===== src/pkg/fmt_decode_pkg.sv =====
// Constants and types for the compact instruction format and target decoder.
// Contract
// - Three-way format code: 0 single, 1 double, 2 paired single, 3 reserved.
// - One-bit format field: 0 single, 1 double.
// - Single/word/long format code: 0 single, 1 word, 2 long, 3 reserved.
// - Double/word/long format code: 0 double, 1 word, 2 long, 3 reserved.
// - Reserved format codes raise a flag instead of a valid operation.
// - Branch targets may sit on any halfword boundary.
// - 32-bit branch offset keeps base width; counted in halfwords, range halves.
// - Absolute jumps stay inside the current 128 MB aligned region.
// - Register jumps take the whole target from a register.
// - Branch-likely encodings are not implemented and are refused.
// - All-zero word is the long no-op; halfword 0x0c00 the short no-op.
// - Compact mode uses the common mode switch and coexists with base encoding.
// - Mode changes on cross-mode jump-link or register jump by target bit zero.
// - Offsets are shifted left by one bit, not two; the cross-mode jump-link index is shifted left by two.
// - Instructions straddling line or page boundaries are decoded normally.
`default_nettype none
package fmt_decode_pkg;

  typedef enum logic [2:0] {
    FMT_GROUP_SD_PS,
    FMT_GROUP_SD_1BIT,
    FMT_GROUP_SWL,
    FMT_GROUP_DWL,
    FMT_GROUP_NONE
  } fmt_group_t;

  typedef enum logic [2:0] {
    FORMAT_SINGLE,
    FORMAT_DOUBLE,
    FORMAT_PAIRED,
    FORMAT_WORD,
    FORMAT_LONG,
    FORMAT_NONE
  } fmt_kind_t;

  typedef enum logic [2:0] {
    FLOW_NONE,
    FLOW_BRANCH,
    FLOW_ABS_JUMP,
    FLOW_ABS_JUMP_LINK,
    FLOW_CROSS_JUMP_LINK,
    FLOW_REG_JUMP,
    FLOW_BRANCH_LIKELY
  } flow_kind_t;

  localparam logic [1:0] FMT_CODE_0 = 2'h0;
  localparam logic [1:0] FMT_CODE_1 = 2'h1;
  localparam logic [1:0] FMT_CODE_2 = 2'h2;
  localparam logic [1:0] FMT_CODE_3 = 2'h3;

  localparam logic [6:0] WIDTH_32 = 7'h20;
  localparam logic [6:0] WIDTH_64 = 7'h40;

  localparam logic [31:0] LONG_NOP_WORD = 32'h0000_0000;
  localparam logic [15:0] SHORT_NOP_HALF = 16'h0c00;

  // Offset fields are in halfwords, so one shift bit; base encoding used two.
  localparam int OFFSET_SHIFT = 1;
  localparam int BRANCH_OFFSET_BITS = 16;
  // 128 MB region: the jump keeps pc[31:27] and fills 27 bits below it.
  localparam int JUMP_INDEX_BITS = 26;
  localparam int REGION_LOW_BITS = 27;

  localparam logic [31:0] RESET_PC = 32'h0000_0000;

endpackage : fmt_decode_pkg

`default_nettype wire


===== src/core/fmt_target_decoder.sv =====
// Format decode, halfword target generation and mode tracking for compact code.
`timescale 1ns/1ps
`default_nettype none

module fmt_target_decoder
  import fmt_decode_pkg::*;
(
  input wire logic SYS_CLK,
  input wire logic RESET,
  input wire logic IN_VALID,
  input wire logic [31:0] INSTR_WORD,
  input wire logic IS_SHORT,
  input wire logic [31:0] INSTR_PC,
  input wire logic [2:0] FMT_GROUP,
  input wire logic [1:0] FMT_CODE,
  input wire logic [2:0] FLOW_KIND,
  input wire logic [15:0] BRANCH_OFFSET,
  input wire logic [25:0] JUMP_INDEX,
  input wire logic [31:0] JUMP_REG_VALUE,
  output logic OUT_VALID,
  output logic [2:0] OPERAND_FORMAT,
  output logic [6:0] OPERAND_WIDTH,
  output logic OPERAND_IS_FLOAT,
  output logic RESERVED_FORMAT,
  output logic UNSUPPORTED_OP,
  output logic SHORT_NO_OPERATION,
  output logic LONG_NO_OPERATION,
  output logic TARGET_VALID,
  output logic [31:0] TARGET_ADDR,
  output logic INSTRUCTION_SET_SELECT_BIT
);

  ////////////////////////////////////////////////////////////////////////////
  // Format decode.

  fmt_kind_t kind_c;
  logic [6:0] width_c;
  logic float_c;
  logic reserved_c;

  always_comb begin
    kind_c = FORMAT_NONE;
    reserved_c = 1'b0;
    unique case (fmt_group_t'(FMT_GROUP))
      FMT_GROUP_SD_PS: begin
        unique case (FMT_CODE)
          FMT_CODE_0: kind_c = FORMAT_SINGLE;
          FMT_CODE_1: kind_c = FORMAT_DOUBLE;
          FMT_CODE_2: kind_c = FORMAT_PAIRED;
          FMT_CODE_3: reserved_c = 1'b1;
        endcase
      end
      FMT_GROUP_SD_1BIT: begin
        // Only the low bit is a format field here.
        kind_c = FMT_CODE[0] ? FORMAT_DOUBLE : FORMAT_SINGLE;
      end
      FMT_GROUP_SWL: begin
        unique case (FMT_CODE)
          FMT_CODE_0: kind_c = FORMAT_SINGLE;
          FMT_CODE_1: kind_c = FORMAT_WORD;
          FMT_CODE_2: kind_c = FORMAT_LONG;
          FMT_CODE_3: reserved_c = 1'b1;
        endcase
      end
      FMT_GROUP_DWL: begin
        unique case (FMT_CODE)
          FMT_CODE_0: kind_c = FORMAT_DOUBLE;
          FMT_CODE_1: kind_c = FORMAT_WORD;
          FMT_CODE_2: kind_c = FORMAT_LONG;
          FMT_CODE_3: reserved_c = 1'b1;
        endcase
      end
      default: begin
        kind_c = FORMAT_NONE;
      end
    endcase
  end

  // Paired single reports the width of one lane; the pipeline knows it is two.
  always_comb begin
    width_c = 7'h00;
    float_c = 1'b0;
    unique case (kind_c)
      FORMAT_SINGLE: begin
        width_c = WIDTH_32;
        float_c = 1'b1;
      end
      FORMAT_DOUBLE: begin
        width_c = WIDTH_64;
        float_c = 1'b1;
      end
      FORMAT_PAIRED: begin
        width_c = WIDTH_32;
        float_c = 1'b1;
      end
      FORMAT_WORD: width_c = WIDTH_32;
      FORMAT_LONG: width_c = WIDTH_64;
      default: width_c = 7'h00;
    endcase
  end

  ////////////////////////////////////////////////////////////////////////////
  // Target generation.

  logic [31:0] pc_next_seq;
  logic [31:0] branch_offset_ext;
  logic [31:0] branch_target;
  logic [31:0] jump_target;
  logic [31:0] target_c;
  logic target_valid_c;
  logic unsupported_c;
  logic mode_change_c;
  logic mode_value_c;
  flow_kind_t flow;

  assign flow = flow_kind_t'(FLOW_KIND);
  // Base for relative targets is the address after the instruction.
  assign pc_next_seq = INSTR_PC + (IS_SHORT ? 32'h0000_0002 : 32'h0000_0004);
  // Same 16-bit field as the word-aligned form; halfword units halve the reach.
  assign branch_offset_ext = {{15{BRANCH_OFFSET[15]}}, BRANCH_OFFSET, 1'b0};
  assign branch_target = pc_next_seq + branch_offset_ext;
  // Upper five pc bits keep the jump inside its 128 MB aligned region.
  assign jump_target = {pc_next_seq[31:27], JUMP_INDEX, 1'b0};

  always_comb begin
    target_c = 32'h0000_0000;
    target_valid_c = 1'b0;
    unsupported_c = 1'b0;
    mode_change_c = 1'b0;
    mode_value_c = 1'b1;
    unique case (flow)
      FLOW_BRANCH: begin
        target_c = branch_target;
        target_valid_c = 1'b1;
      end
      FLOW_ABS_JUMP, FLOW_ABS_JUMP_LINK: begin
        target_c = jump_target;
        target_valid_c = 1'b1;
      end
      FLOW_CROSS_JUMP_LINK: begin
        // The far side is the word-aligned encoding, so index is in words.
        target_c = {pc_next_seq[31:28], JUMP_INDEX, 2'b00};
        target_valid_c = 1'b1;
        mode_change_c = 1'b1;
        mode_value_c = ~INSTRUCTION_SET_SELECT_BIT;
      end
      FLOW_REG_JUMP: begin
        // Full register value reaches anywhere; bit zero selects the mode.
        target_c = {JUMP_REG_VALUE[31:1], 1'b0};
        target_valid_c = 1'b1;
        mode_change_c = 1'b1;
        mode_value_c = JUMP_REG_VALUE[0];
      end
      FLOW_BRANCH_LIKELY: unsupported_c = 1'b1;
      default: target_valid_c = 1'b0;
    endcase
  end

  ////////////////////////////////////////////////////////////////////////////
  // Output registers and mode state.

  logic out_valid_reg;
  logic out_valid_next;
  logic [2:0] format_reg;
  logic [2:0] format_next;
  logic [6:0] width_reg;
  logic [6:0] width_next;
  logic float_reg;
  logic float_next;
  logic reserved_reg;
  logic reserved_next;
  logic unsupported_reg;
  logic unsupported_next;
  logic short_nop_reg;
  logic short_nop_next;
  logic long_nop_reg;
  logic long_nop_next;
  logic target_valid_reg;
  logic target_valid_next;
  logic [31:0] target_reg;
  logic [31:0] target_next;
  logic mode_reg;
  logic mode_next;

  // Fetch hands over whole assembled instructions, so line and page
  // straddling is invisible here and needs no special case.
  always_comb begin
    out_valid_next = IN_VALID;
    format_next = 3'(kind_c);
    width_next = width_c;
    float_next = float_c;
    reserved_next = IN_VALID & reserved_c;
    unsupported_next = IN_VALID & unsupported_c;
    short_nop_next = IN_VALID & IS_SHORT & (INSTR_WORD[15:0] == SHORT_NOP_HALF);
    long_nop_next = IN_VALID & ~IS_SHORT & (INSTR_WORD == LONG_NOP_WORD);
    // A reserved format must not steer control flow either.
    target_valid_next = IN_VALID & target_valid_c & ~reserved_c;
    target_next = target_c;
    mode_next = mode_reg;
    if (IN_VALID && mode_change_c && !reserved_c) begin
      mode_next = mode_value_c;
    end
  end

  always_ff @(posedge SYS_CLK or posedge RESET) begin
    if (RESET) begin
      out_valid_reg <= 1'b0;
      format_reg <= 3'(FORMAT_NONE);
      width_reg <= 7'h00;
      float_reg <= 1'b0;
      reserved_reg <= 1'b0;
      unsupported_reg <= 1'b0;
      short_nop_reg <= 1'b0;
      long_nop_reg <= 1'b0;
      target_valid_reg <= 1'b0;
      target_reg <= RESET_PC;
      mode_reg <= 1'b1;
    end else begin
      out_valid_reg <= out_valid_next;
      format_reg <= format_next;
      width_reg <= width_next;
      float_reg <= float_next;
      reserved_reg <= reserved_next;
      unsupported_reg <= unsupported_next;
      short_nop_reg <= short_nop_next;
      long_nop_reg <= long_nop_next;
      target_valid_reg <= target_valid_next;
      target_reg <= target_next;
      mode_reg <= mode_next;
    end
  end

  assign OUT_VALID = out_valid_reg;
  assign OPERAND_FORMAT = format_reg;
  assign OPERAND_WIDTH = width_reg;
  assign OPERAND_IS_FLOAT = float_reg;
  assign RESERVED_FORMAT = reserved_reg;
  assign UNSUPPORTED_OP = unsupported_reg;
  assign SHORT_NO_OPERATION = short_nop_reg;
  assign LONG_NO_OPERATION = long_nop_reg;
  assign TARGET_VALID = target_valid_reg;
  assign TARGET_ADDR = target_reg;
  assign INSTRUCTION_SET_SELECT_BIT = mode_reg;

endmodule : fmt_target_decoder

`default_nettype wire


===== config.mk =====
export PLATFORM = sky130hd
export DESIGN_NAME = fmt_target_decoder
export DESIGN_NICKNAME = d
export VERILOG_FILES = /design/src/pkg/fmt_decode_pkg.sv /design/src/core/fmt_target_decoder.sv
export SDC_FILE = /design/constraint.sdc
export NUM_CORES = 1
export LEC_CHECK = 0
export ABC_AREA = 1
export BUFFER_PORTS_ARGS = -buffer_cell sky130_fd_sc_hd__buf_4
export CORE_MARGIN = 2
export CORE_UTILIZATION = 55
export CTS_CLUSTER_SIZE = 40
export DETAILED_ROUTE_END_ITERATION = 10
export GPL_TIMING_DRIVEN = 0
export PLACE_DENSITY = 0.85
export SETUP_SLACK_MARGIN = 0.05
export SYNTH_ARGS = -nofsm -noshare
export SYNTH_HDL_FRONTEND = slang
export SYNTH_SLANG_ARGS = --single-unit
export TNS_END_PERCENT = 100

===== constraint.sdc =====
create_clock -name SYS_CLK -period 2.15 [get_ports SYS_CLK]
set_clock_uncertainty 0.2 [all_clocks]
set_input_delay 0 -clock SYS_CLK [delete_from_list [all_inputs] [get_ports SYS_CLK]]
set_output_delay 0 -clock SYS_CLK [all_outputs]
set_load 0.01 [all_outputs]

==> flow_metrics.env, run 1 <==
export IMPL_synthArstFlopShare=1.00
export IMPL_synth_cell_types=53
export IMPL_status="aborted with a tool error"
export IMPL_syn_cell_area_um2=5260
export IMPL_synth_xor_area_share=0.0433
export IMPL_io_pins=200
export IMPL_ys_seq_area_frac=0.215
export IMPL_dpl_cell_count=1172
export IMPL_synth_edf_count=0
export IMPL_htree_levels=2
export IMPL_clkSinkCount=45
export IMPL_synth_top_family_by_area="simple AND/OR/NAND/NOR gates"
export IMPL_cts_max_path_buffers=2
export IMPL_synth_mux_area_frac=0
export IMPL_grt_repair_worst_endpoint="TARGET_ADDR[16]$_DFF_PP0_/D"
export IMPL_synth_compound_area_frac=0.138
export IMPL_cts_buffers=5
export IMPL_worstEpCategory="register input"
export IMPL_initial_core_util=0.570
export IMPL_synth_adder_area_share=0.0980
export IMPL_grt_max_degree=41
export IMPL_rows=35
export IMPL_error="[ERROR DPL-0038] Utilization greater than 100%, impossible to legalize"
export IMPL_ys_flop_type="dfrtp_1"
export IMPL_synth_cells=844
export IMPL_haltStage="5_1_grt"
export IMPL_portBuffers=194
export IMPL_postSynthAreaPerCell_um2=6.24
export IMPL_dpl_hpwl_um=15000
export IMPL_clockRootBuffer="clkbuf_8"
export IMPL_ys_ff_latch=45
export IMPL_synthSimpleGateAreaFrac=0.404
export IMPL_fp_dieH_um=102
export IMPL_gp_congestion=1.01
export IMPL_die_w_um=102
export IMPL_synth_warnings=0
==> timing repair <==
| item | CTS |
|---|---|
| pin swaps | 47 |
| hold buffers | 90 |
| setup buffers | 25 |
| endpoints found under the hold margin | 89 |
| gates resized for setup | 77 |
| setup endpoints to repair | 26 |
==> cells by family after synthesis <==
kind of cell / Yosys count
AOI/OAI and AO/OA: 123
xor gates and xnor gates: 26
adders and majority gates: 40
buffers and inverters: 134
DFF: 45
other: 1
and+or+nand+nor: 475
==> per-stage QoR <==
stage / TNS [ns] / setup slack (ns) / cell area (um2)
global placement: -19.82 / -1.10 / 7100
floorplan: -8.08 / -0.484 / 5480
CTS: -11.55 / -0.632 / 8580
detailed placement: -20.74 / -1.11 / 7120
==> cells in the mapped netlist, drive strengths merged (2+ instances only) <==
master,number,share of area
xnor2,13,0.022
buf,12,0.014
o22ai,4,0.0048
a21oi,52,0.050
xor2,13,0.022
nand4,18,0.023
dfrtp,42,0.20
and2,5,0.0059
clkinv,2,0.0014
o221ai,3,0.0050
a221oi,4,0.0067
clkbuf,5,0.0036
fa,2,0.0076
dfstp,3,0.015
nand3b,4,0.0057
nor4,8,0.011
nor2,98,0.079
or2,11,0.013
o21ai,35,0.033
o211ai,2,0.0029
o21a,2,0.0029
nand3,67,0.067
nor3,17,0.021
inv,115,0.082
o21bai,4,0.0057
a21o,3,0.0043
ha,38,0.090
nand2,245,0.18
a22o,9,0.015
==> inputs of run 2 (changes only) <==
CORE_UTILIZATION = 40   (was 55)
CTS_CLUSTER_SIZE = not set   (was 40)
PLACE_DENSITY = not set   (was 0.85)
PLACE_DENSITY_LB_ADDON = 0.15   (was not set)
SETUP_SLACK_MARGIN = not set   (was 0.05)
==> flow_metrics.env, run 2 <==
export IMPL_status="finished, violations left"
export IMPL_violations="negative hold slack, negative setup slack"
export IMPL_synth_edf_count=0
export IMPL_synth_common_cells="nand2_1 (242), inv_1 (111), nor2_1 (89), nand3_1 (64), a21oi_1 (51)"
export IMPL_power_density_nw_per_um2=391
export IMPL_final_common_cell="buf_4"
export IMPL_drtIter0Drc=523
export IMPL_ys_flop_type="dfrtp_1"
export IMPL_multi_input_area_um2=4490
export IMPL_cts_buffers=5
export IMPL_seq_area_um2=1130
export IMPL_yosysMostFrequentCell="nand2_1"
export IMPL_cp_cell_sequence="buf_12 > ha_4 > inv_2 > fa_2 > nor2_4 > nand2_4 > nor2_4 > nand3_2 > nor3_2 > xor2_1 > ha_2 > a21oi_4 > o21ai_2 > buf_6 > o21ai_1 > nand4_1 > nand3_2 > nand2_1"
export IMPL_endpoint_kind="register"
export IMPL_synth_warnings=0
export IMPL_start_kind="input pin"
export IMPL_post_drt_wl_per_cell_um=16.4
export IMPL_p_sw_w=0.00136
export IMPL_timing_final_crit_period_ns=2.90
export IMPL_met2_usage=0.527
export IMPL_grt_util_all_layers=0.295
export IMPL_rr_worst_depth=2
export IMPL_drtAntennaViolNets=0
export IMPL_cpMaxStageDelayCell="ha_2"
export IMPL_initial_core_util=0.414
export IMPL_core_region_area_um2=12700
export IMPL_cap_violations=0
export IMPL_synthArstFlopShare=1.00
export IMPL_cts_max_path_buffers=2
export IMPL_yosysTopAreaCellShare=0.200
export IMPL_required_ns=2.12
export IMPL_swShare=0.373
export IMPL_nets=1378
export IMPL_syn_to_final_growth_pct=77.1
export IMPL_ir_drop_mv=0.272
export IMPL_busiest_layer="met2"
export IMPL_timing_setup_tns_ns=-12.15
export IMPL_pwr_share_clk=0.213
export IMPL_finalHoldViolations=4
export IMPL_postSynthAreaPerCell_um2=6.24
export IMPL_maxSlewViolCount=0
export IMPL_rsz0062_at_grt="true"
export IMPL_period_share=1.35
export IMPL_clkSlewWorstSetupHoldPaths_ns=0.06
export IMPL_arrival_ns=2.87
export IMPL_crit_family="simple AND/OR/NAND/NOR gates"
export IMPL_clkSinkCount=45
export IMPL_crit_buf_inv=3
export IMPL_fill_cells=959
export IMPL_ys_seq_area_frac=0.215
export IMPL_hold_ws_ns=-0.0753
export IMPL_rows=41
export IMPL_yosys_area_top_type="dfrtp_1"
export IMPL_htree_levels=2
export IMPL_hp_class="in -> reg"
export IMPL_drt_vias_per_instance=5.23
export IMPL_dr_pass1_iters=5
export IMPL_wl_um=22400
export IMPL_worst_slack_ns=-0.751
export IMPL_max_freq_mhz=345
export IMPL_cp_slowest_stage_delay_ns=0.37
export IMPL_drive_above_1_share=0.384
export IMPL_syn_cell_area_um2=5260
export IMPL_grt_max_degree=37
export IMPL_drc=0
export IMPL_pwr_share_seq=0.259
export IMPL_setup_viol=27
export IMPL_ys_ff_latch=45
export IMPL_path_max_fanout=4
export IMPL_relSlewSlack=0.574
export IMPL_clockRootBuffer="clkbuf_16"
export IMPL_clk_latency_ns=0.28
export IMPL_worst_pin_slew_ns=0.637
export IMPL_final_cell_mix="buf_4 (230), nand2_1 (202), dlygate4sd3_1 (99), inv_1 (98), nor2_1 (73)"
export IMPL_synth_cells=844
export IMPL_io_pins=200
export IMPL_combPwrFrac=0.527
export IMPL_overflow=0
export IMPL_dieArea_um2=14100
export IMPL_grt_first_pass_wirelength_um=33700
export IMPL_p_leak_nw=4.64
export IMPL_synth_cell_types=53
export IMPL_place_ws_ns=-1.06
export IMPL_gp_congestion=0.950
export IMPL_largest_register_ffs=32
export IMPL_portBuffers=194
export IMPL_crit_cells=18
export IMPL_tritoncts="yes"
export IMPL_holdPathStages=4
export IMPL_grt_pass1_vias=6849
export IMPL_vias=7119
export IMPL_dpl_hpwl_um=15500
export IMPL_fp_dieH_um=119
export IMPL_synth_area_leaders="dfrtp_1 (20%), nand2_1 (17%), ha_1 (9.0%)"
export IMPL_met3_usage=0.0458
export IMPL_antenna_found_initial=1
export IMPL_die_w_um=119
export IMPL_crit_type="in -> reg"
export IMPL_met1_usage=0.357
export IMPL_p_int_w=0.00229
[run 2: cell counts after synthesis]
Identical to the previous run, type by type.
[run 2: area by class of cell]
type                    instances  area share
diodes                          1    0.000268
plain buffers                  17     0.00993
clock buffers                   8      0.0157
inverters                     117      0.0482
multi-input cells             669       0.481
flip-flops and latches         45       0.121
well taps                     172      0.0231
repair buffers                333       0.300
[run 2: metal layers]
layer	vias up	share of wire
li1	3438	-
met1	3263	0.40
met2	355	0.50
met3	63	0.066
met4	0	0.033
met5	-	0
[run 2: power by group through the flow]
stage               Combinational, W  Clock (W)  Sequential (W)
CTS                          0.00169   0.000772        0.000943
finish                       0.00192   0.000777        0.000945
global route                 0.00207   0.000816        0.000950
detailed placement           0.00139          0        0.000958
floorplan                   0.000765          0        0.000992
global placement             0.00138          0        0.000957
[run 2: tightest hold or removal path: stages]
cell and delay [ns]:
buf_4 0.13, nor3_4 0.10, nand2_1 0.08, o21ai_1 0.05
[run 2: kinds of logic (layout without fill, tap and decap cells)]
group	after synthesis	after routing	synth area share
adders and majority gates	40	40	0.0980
DFF	45	45	0.215
and+or+nand+nor	475	475	0.404
buffers and inverters	134	475	0.101
other	1	6	0.000713
AOI/OAI and AO/OA	123	123	0.138
xor gates and xnor gates	26	26	0.0433
[run 2: metrics by stage]
step	hold WS, ns	instance area (um2)	cells	total power, W	utilization
after floorplan	-0.169	5480	848	0.00176	-
after global placement	-0.0539	7160	1214	0.00234	0.562
after detailed placement	-0.264	7180	1215	0.00235	0.564
after CTS	-0.0878	8760	1344	0.00341	0.689
after global routing	-0.0665	9320	1362	0.00384	0.733
final	-0.0753	9320	1362	0.00364	0.733
[run 2: final timing paths]
check / start / end / slack (ns)
setup / recovery: IS_SHORT / TARGET_ADDR[26] / -0.75
hold / removal: FLOW_KIND[1] / TARGET_ADDR[27] / -0.08
setup reg to reg: INSTRUCTION_SET_SELECT_BIT / INSTRUCTION_SET_SELECT_BIT / 1.09
hold reg to reg: INSTRUCTION_SET_SELECT_BIT / INSTRUCTION_SET_SELECT_BIT / 0.37
max in group asynchronous: RESET / INSTRUCTION_SET_SELECT_BIT / 0.62
min in group asynchronous: RESET / OPERAND_IS_FLOAT / 0.61
[run 2: repair_timing]
item / CTS / global route
endpoints found under the hold margin: 90 / 6
cloned: 0 / 0
pin swaps: 53 / 52
buffers inserted: 27 / 12
hold buffers: 94 / 6
resized for setup: 85 / 101
endpoints found under the setup margin: 26 / 32
(Power assumes the default switching activity.)
